### src/verilog/ccg_pkg.sv
/*
 * constants shared by the core clock generator and its oscillator watchdog.
 * assumes a single system clock of 125 mhz feeding every flip-flop.
 */
package ccg_pkg;

	// ****************************************
	// clock mode strap codes
	// ****************************************
	localparam logic [2:0] MODE_MUL_4   = 3'h7;
	localparam logic [2:0] MODE_MUL_3   = 3'h6;
	localparam logic [2:0] MODE_MUL_2   = 3'h5;
	localparam logic [2:0] MODE_MUL_5   = 3'h4;
	localparam logic [2:0] MODE_DIRECT  = 3'h3;
	localparam logic [2:0] MODE_MUL_1P5 = 3'h2;
	localparam logic [2:0] MODE_PRESC   = 3'h1;
	localparam logic [2:0] MODE_MUL_2P5 = 3'h0;
	localparam logic [2:0] MODE_DEFAULT = MODE_MUL_4;

	// ****************************************
	// watchdog, free-running clock and multiplier
	// ****************************************
	localparam int         OWD_OVERFLOW  = 16;
	localparam int         OWD_CNT_W     = 5;
	localparam int         FR_HALF_DEF   = 2;
	localparam int         PERIOD_W_DEF  = 16;
	localparam logic [3:0] TWICE_F_W     = 4'h4;

	// twice the multiplication factor, so 1.5 and 2.5 stay integral
	function automatic logic [3:0] twice_factor(input logic [2:0] mode);
		logic [3:0] f2;
		f2 = 4'h8;
		unique case (mode)
			MODE_MUL_4:   f2 = 4'h8;
			MODE_MUL_3:   f2 = 4'h6;
			MODE_MUL_2:   f2 = 4'h4;
			MODE_MUL_5:   f2 = 4'ha;
			MODE_MUL_1P5: f2 = 4'h3;
			MODE_MUL_2P5: f2 = 4'h5;
			default:      f2 = 4'h2;
		endcase
		return f2;
	endfunction

endpackage
### src/verilog/ccg_owd_if.sv
/*
 * signals between the clock generator and its oscillator watchdog counter.
 * assumes both ends run on the same system clock.
 */
`timescale 1ns/1ps
interface ccg_owd_if;
	logic enable;
	logic fr_tick;
	logic in_edge;
	logic overflow;

	modport gen
	(
		output enable,
		output fr_tick,
		output in_edge,
		input  overflow
	);
	modport owd
	(
		input  enable,
		input  fr_tick,
		input  in_edge,
		output overflow
	);
endinterface

### src/verilog/ccg_core.sv
/*
 * core clock generator: direct drive, divide-by-two prescaler or factor
 * multiplier, chosen by straps at reset, with an oscillator watchdog in the direct drive and prescaler modes.
 * assumes the input clock pin and straps are asynchronous and much slower
 * than mclk_i; the core clock is produced as a register output.
 */
`timescale 1ns/1ps
module ccg_core
#(
	parameter int FR_HALF  = ccg_pkg::FR_HALF_DEF,
	parameter int PERIOD_W = ccg_pkg::PERIOD_W_DEF
)
(
	input  wire logic       mclk_i,
	input  wire logic       rst_n_i,
	input  wire logic       clock_input_pin_i,
	input  wire logic [2:0] clock_mode_straps_i,
	input  wire logic       osc_watchdog_disable_i,
	output logic            core_clk_o,
	output logic            half_cycle_time_o,
	output logic            clock_fail_irq_o,
	output logic            clock_failed_o,
	output logic            multiplier_on_o,
	output logic [2:0]      clock_mode_o
);
	localparam int FR_W = $clog2(FR_HALF + 1);

	ccg_owd_if owd_bus ();

	logic [2:0]          strap_s1;
	logic [2:0]          strap_s2;
	logic                captured;
	logic [2:0]          mode;
	logic                in_s1;
	logic                in_s2;
	logic                in_s3;
	logic                in_rise;
	logic                in_edge;
	logic [FR_W-1:0]     fr_cnt;
	logic                fr_clk;
	logic                fr_tick;
	logic                is_mul;
	logic                owd_active;
	logic                failed;
	logic [PERIOD_W-1:0] meas;
	logic [PERIOD_W-1:0] period;
	logic [PERIOD_W:0]   acc;
	logic [PERIOD_W:0]   next_acc;
	logic [4:0]          sync_cnt;
	logic [3:0]          f2;
	logic                mul_clk;
	logic                presc_clk;
	logic                next_core;

	// ****************************************
	// strap capture
	// ****************************************
	// plain synchroniser with no reset so it tracks the pins during reset
	always_ff @(posedge mclk_i)
	begin
		strap_s1 <= clock_mode_straps_i;
		strap_s2 <= strap_s1;
	end

	always_ff @(posedge mclk_i or negedge rst_n_i)
	begin
		if (!rst_n_i)
		begin
			captured <= 1'b0;
			mode     <= ccg_pkg::MODE_DEFAULT;
		end
		else if (!captured)
		begin
			captured <= 1'b1;
			mode     <= strap_s2;
		end
	end

	assign is_mul     = (mode != ccg_pkg::MODE_DIRECT) && (mode != ccg_pkg::MODE_PRESC);
	assign owd_active = captured && !is_mul && !osc_watchdog_disable_i;
	assign f2         = ccg_pkg::twice_factor(mode);

	// ****************************************
	// input clock synchroniser
	// ****************************************
	always_ff @(posedge mclk_i or negedge rst_n_i)
	begin
		if (!rst_n_i)
		begin
			in_s1 <= 1'b0;
			in_s2 <= 1'b0;
			in_s3 <= 1'b0;
		end
		else
		begin
			in_s1 <= clock_input_pin_i;
			in_s2 <= in_s1;
			in_s3 <= in_s2;
		end
	end

	assign in_rise = in_s2 && !in_s3;
	assign in_edge = in_s2 ^ in_s3;

	// ****************************************
	// free-running clock
	// ****************************************
	// stands in for the multiplier's unlocked oscillation; stopped when unused
	always_ff @(posedge mclk_i or negedge rst_n_i)
	begin
		if (!rst_n_i)
		begin
			fr_cnt <= '0;
			fr_clk <= 1'b0;
		end
		else if (!(owd_active || failed))
		begin
			fr_cnt <= '0;
			fr_clk <= 1'b0;
		end
		else if (fr_cnt == FR_W'(FR_HALF - 1))
		begin
			fr_cnt <= '0;
			fr_clk <= !fr_clk;
		end
		else
			fr_cnt <= fr_cnt + 1'b1;
	end

	assign fr_tick = (fr_cnt == FR_W'(FR_HALF - 1)) && !fr_clk;

	assign owd_bus.enable  = owd_active && !failed;
	assign owd_bus.fr_tick = fr_tick;
	assign owd_bus.in_edge = in_edge;

	ccg_owd u_owd
	(
		.mclk_i  (mclk_i),
		.rst_n_i (rst_n_i),
		.bus     (owd_bus)
	);

	// ****************************************
	// watchdog failure latch
	// ****************************************
	always_ff @(posedge mclk_i or negedge rst_n_i)
	begin
		if (!rst_n_i)
		begin
			failed           <= 1'b0;
			clock_fail_irq_o <= 1'b0;
		end
		else
		begin
			clock_fail_irq_o <= owd_bus.overflow && !failed;
			if (owd_bus.overflow)
				failed <= 1'b1;
		end
	end

	// ****************************************
	// prescaler
	// ****************************************
	always_ff @(posedge mclk_i or negedge rst_n_i)
	begin
		if (!rst_n_i)
			presc_clk <= 1'b0;
		else if (in_rise)
			presc_clk <= !presc_clk;
	end

	// ****************************************
	// multiplier
	// ****************************************
	// the period estimate moves half way to each measurement so the core
	// frequency never jumps; costs a few input periods of settling
	always_ff @(posedge mclk_i or negedge rst_n_i)
	begin
		if (!rst_n_i)
		begin
			meas   <= '0;
			period <= '1;
		end
		else if (!is_mul)
		begin
			meas   <= '0;
			period <= '1;
		end
		else if (in_rise)
		begin
			meas   <= '0;
			period <= PERIOD_W'(({1'b0, period} + {1'b0, meas} + 1'b1) >> 1);
		end
		else if (meas != '1)
			meas <= meas + 1'b1;
	end

	always_comb
	begin
		next_acc = acc + {{(PERIOD_W - 3){1'b0}}, f2};
		if (next_acc >= {1'b0, period})
			next_acc = next_acc - {1'b0, period};
	end

	always_ff @(posedge mclk_i or negedge rst_n_i)
	begin
		if (!rst_n_i)
		begin
			acc      <= '0;
			mul_clk  <= 1'b0;
			sync_cnt <= '0;
		end
		else if (!is_mul)
		begin
			acc      <= '0;
			mul_clk  <= 1'b0;
			sync_cnt <= '0;
		end
		else
		begin
			// 2f half periods of the core clock per input period
			if (acc + {{(PERIOD_W - 3){1'b0}}, f2} >= {1'b0, period})
				mul_clk <= !mul_clk;
			// resync on a rising edge only: there a core toggle lines up for every factor
			if (in_rise && (sync_cnt >= {1'b0, f2} - 5'h1))
			begin
				sync_cnt <= '0;
				acc      <= next_acc >> 1;
			end
			else
			begin
				if (in_edge)
					sync_cnt <= sync_cnt + 1'b1;
				acc <= next_acc;
			end
		end
	end

	// ****************************************
	// core clock select
	// ****************************************
	always_comb
	begin
		if (!captured)
			next_core = 1'b0;
		else if (failed)
			next_core = fr_clk;
		else if (mode == ccg_pkg::MODE_DIRECT)
			next_core = in_s2;
		else if (mode == ccg_pkg::MODE_PRESC)
			next_core = presc_clk;
		else
			next_core = mul_clk;
	end

	always_ff @(posedge mclk_i or negedge rst_n_i)
	begin
		if (!rst_n_i)
		begin
			core_clk_o        <= 1'b0;
			half_cycle_time_o <= 1'b0;
			clock_failed_o    <= 1'b0;
			multiplier_on_o   <= 1'b0;
			clock_mode_o      <= ccg_pkg::MODE_DEFAULT;
		end
		else
		begin
			core_clk_o        <= next_core;
			half_cycle_time_o <= next_core ^ core_clk_o;
			clock_failed_o    <= failed;
			multiplier_on_o   <= captured && (is_mul || owd_active || failed);
			clock_mode_o      <= mode;
		end
	end

endmodule

### src/verilog/ccg_owd.sv
/*
 * oscillator watchdog counter: counts free-running clock ticks and is
 * cleared by every transition of the input clock.
 * assumes fr_tick and in_edge are one-cycle pulses on the system clock.
 */
`timescale 1ns/1ps
module ccg_owd
(
	input  wire logic mclk_i,
	input  wire logic rst_n_i,
	ccg_owd_if.owd    bus
);
	logic [ccg_pkg::OWD_CNT_W-1:0] count;

	// ****************************************
	// counter
	// ****************************************
	always_ff @(posedge mclk_i or negedge rst_n_i)
	begin
		if (!rst_n_i)
			count <= '0;
		else if (!bus.enable || bus.in_edge)
			count <= '0;
		else if (bus.fr_tick && !bus.overflow)
			count <= count + 1'b1;
	end

	// overflow is a level; it stays until the enable drops or an input edge clears the count
	assign bus.overflow = (count == ccg_pkg::OWD_CNT_W'(ccg_pkg::OWD_OVERFLOW));

endmodule

### config.mk
export PLATFORM = sky130hd
export DESIGN_NAME = ccg_core
export DESIGN_NICKNAME = d
export VERILOG_FILES = /design/src/verilog/ccg_pkg.sv /design/src/verilog/ccg_owd_if.sv /design/src/verilog/ccg_core.sv /design/src/verilog/ccg_owd.sv
export SDC_FILE = /design/constraint.sdc
export NUM_CORES = 1
export LEC_CHECK = 0
export ABC_AREA = 0
export BUFFER_PORTS_ARGS = -buffer_cell sky130_fd_sc_hd__buf_2
export CAP_MARGIN = 20
export CORE_MARGIN = 10
export CORE_UTILIZATION = 35
export CTS_CLUSTER_SIZE = 28
export DETAILED_ROUTE_END_ITERATION = 8
export GPL_ROUTABILITY_DRIVEN = 0
export SLEW_MARGIN = 10
export SYNTH_ARGS = -nofsm -noshare
export SYNTH_HDL_FRONTEND = slang
export SYNTH_SLANG_ARGS = --single-unit
### constraint.sdc
create_clock -name mclk_i -period 8.2 [get_ports mclk_i]
set_input_delay 0.41 -clock mclk_i [delete_from_list [all_inputs] [get_ports mclk_i]]
set_output_delay 0.41 -clock mclk_i [all_outputs]
set_load 0.02 [all_outputs]
==> flow_summary.json <==
{
  "status": "completed",
  "yosys.cell_types.count": 69,
  "rsz0062_at_grt": "no",
  "grt_pass1_wl_mm": 21.6,
  "period_needed_ns": 4.58,
  "fmax_mhz": 219,
  "final_common_cell": "dfrtp_1",
  "num_rows": 46,
  "ir_worst_vdd_mv": 0.140,
  "wirelength_mm": 12.4,
  "worstSetupEndpointType": "register",
  "critical_path.cell_chain": "or2_2, inv_1, ha_1, inv_1, fa_1, nor2b_1, o22ai_2, nor2_1, xor2_1, ha_1, a21oi_1, o21ai_0, nor3b_1, a21o_1, a2111oi_4, nor2b_4, mux2i_1, o22ai_1",
  "drc": 0,
  "critPathArrivalTime_ns": 4.78,
  "finalMaxSlewViolations": 0,
  "cts_buffers": 9,
  "start_util_pct": 35.7,
  "cts_tree": "built",
  "final_nets": 678,
  "synth_cells": 607,
  "hold_class": "in -> reg",
  "tns_ns": 0,
  "antenna_found_initial": 0,
  "path_max_fanout": 17,
  "grt_max_degree": 81,
  "io_pins": 15,
  "final_cell_mix": "dfrtp_1 (58), nor2_1 (56), ha_1 (46), a21oi_1 (42), inv_1 (35)",
  "relSlewSlack_pct": 55.7,
  "die-area_um2": 21800,
  "grt-ovfl-total": 0,
  "port_buffers": 14,
  "cts_buffer_depth": 2,
  "startpoint_type": "register",
  "ys_seq_area_share_pct": 37.7,
  "startpoint": "mode[2]",
  "place_ws_ns": 3.66,
  "root_buffer": "clkbuf_16",
  "clock-sinks": 86,
  "synthToLayoutAreaGrowth_pct": 10.7,
  "clk_pin_slew_ns": 0.07,
  "reg2reg_from": "mode[2]",
  "holdWs_ns": 0.157,
  "fin_worst_skew_ns": 0.00857,
  "place_hpwl_mm": 9.16,
  "num_vias": 4409,
  "avgSynthCellArea_um2": 9.38,
  "hold_viol": 0,
  "firstDrtPassIters": 4,
  "crit_type": "reg -> reg",
  "setup_viol": 0,
  "ys_ff_latch": 86,
  "synthFlopType": "dfrtp_1",
  "drv_cap": 0,
  "die_x_um": 148,
  "netlist_area_um2": 5700,
  "synth_nets": 663,
  "post_cts_buffers": 0,
  "power.density_nw_per_um2": 320,
  "grt_pass1_vias": 4517,
  "dieHeight_um": 148,
  "fp.coreArea_um2": 15900,
  "p_leak_nw": 2.92,
  "drive_gt1_share_pct": 11.8,
  "htreeDepth": 3,
  "power_mw": 2.02,
  "track_usage_pct": 11.9,
  "required_ns": 8.40,
  "worst_slack_ns": 3.62,
  "post_drt_via_cell_ratio": 5.23,
  "clock_latency_ns": 0.36,
  "yosysWarnings": 0,
  "drtAntennaViolNets": 0,
  "slowest_stage": "nor2b_4",
  "hp-start": "clock_input_pin_i",
  "drtIter0Drc": 246,
  "fin_crit_sh_pct": 55.8,
  "diodes": 0,
  "synth_edf_count": 0,
  "tightest_slew_ns": 0.665,
  "wire_per_inst_um": 14.7,
  "slowest_delay_ns": 0.51,
  "async_reset_ff_share_pct": 93.0
}
[where the power goes]
part           internal, mW  switching [mW]  leakage [nW]
logic                 0.448           0.573          1.72
clock network         0.213           0.189         0.145
registers             0.523          0.0702          1.05
[cells by family after synthesis]
| kind of cell | after synthesis | synth area share, % |
|---|---|---|
| flip-flops | 86 | 37.7 |
| other | 1 | 0.0658 |
| XOR/XNOR | 58 | 8.92 |
| AND/OR/NAND/NOR | 197 | 18.2 |
| adder cells (fa/ha/maj) | 49 | 11.2 |
| buffers and inverters | 52 | 3.89 |
| multiplexers | 24 | 4.39 |
| AO/OA/AOI/OAI | 140 | 15.7 |
[critical path, delay by kind of cell, from the launching register on]
family / cells / cell delay [ns]
AOI/OAI and AO/OA: 6 / 0.94
xor gates and xnor gates: 1 / 0.23
adders and majority gates: 3 / 0.87
buffers and inverters: 2 / 0.12
DFF: 1 / 0.40
muxes: 1 / 0.34
and+or+nand+nor: 5 / 1.52
[registers in the layout, indices dropped and copies added (netlist names), 2 cells and up]
signal / flops
acc: 17
clock_mode_o: 3
fr_cnt: 2
meas: 16
mode: 3
period: 16
strap_s1: 3
strap_s2: 3
sync_cnt: 5
u_owd.count: 5
[worst paths after layout]
kind / end / slack, ns / depth (start not counted)
max in group asynchronous: clock_mode_o[1] / 7.08 / 3
worst min-delay path: in_s1 / 0.16 / 1
worst min register to register: strap_s2[2] / 0.33 / 0
worst max register to register: acc[13] / 3.62 / 18
worst max-delay path: acc[13] / 3.62 / 18
min in group asynchronous: meas[2] / 0.48 / 2
[per-stage QoR]
step / cells / area (um2) / utilization (%)
5_1_grt: 843 / 6300 / 39.5
2_1_floorplan: 607 / 5700 / -
3_5_place_dp: 825 / 5980 / 37.5
6_report: 843 / 6300 / 39.5
3_3_place_gp: 825 / 5980 / 37.5
4_1_cts: 841 / 6270 / 39.3
[cell usage after synthesis (all sizes together), types with 19 or more instances]
cell / n / area, um2
a21oi: 42 / 210
o21ai: 30 / 150
nor2: 56 / 210
mux2i: 19 / 190
dfrtp: 58 / 1450
ha: 46 / 576
dfstp: 22 / 578
xnor2: 25 / 219
inv: 35 / 131
xor2: 33 / 289
nand3: 20 / 100
nand2: 33 / 124
[final cells by class]
class                           instances  area, um2
Clock buffer                            9        225
Clock inverter                          7       60.1
Fill cell                            1602       9640
Inverter                               36        135
Multi-Input combinational cell        469       3320
Sequential cell                        86       2150
Tap cell                              216        270
Timing Repair Buffer                   20        140
[routing by layer]
layer	global-route usage, %	up-vias	wire length, um
li1	-	2188	-
met1	15.2	2129	5790
met2	19.3	75	5890
met3	2.56	17	521
met4	4.71	0	223
met5	0	-	0
[timing repair]
action,4_1_cts,5_1_grt
resized for setup,0,0
endpoints found under the hold margin,0,15
hold buffers,0,1
(Power assumes the default switching activity.)
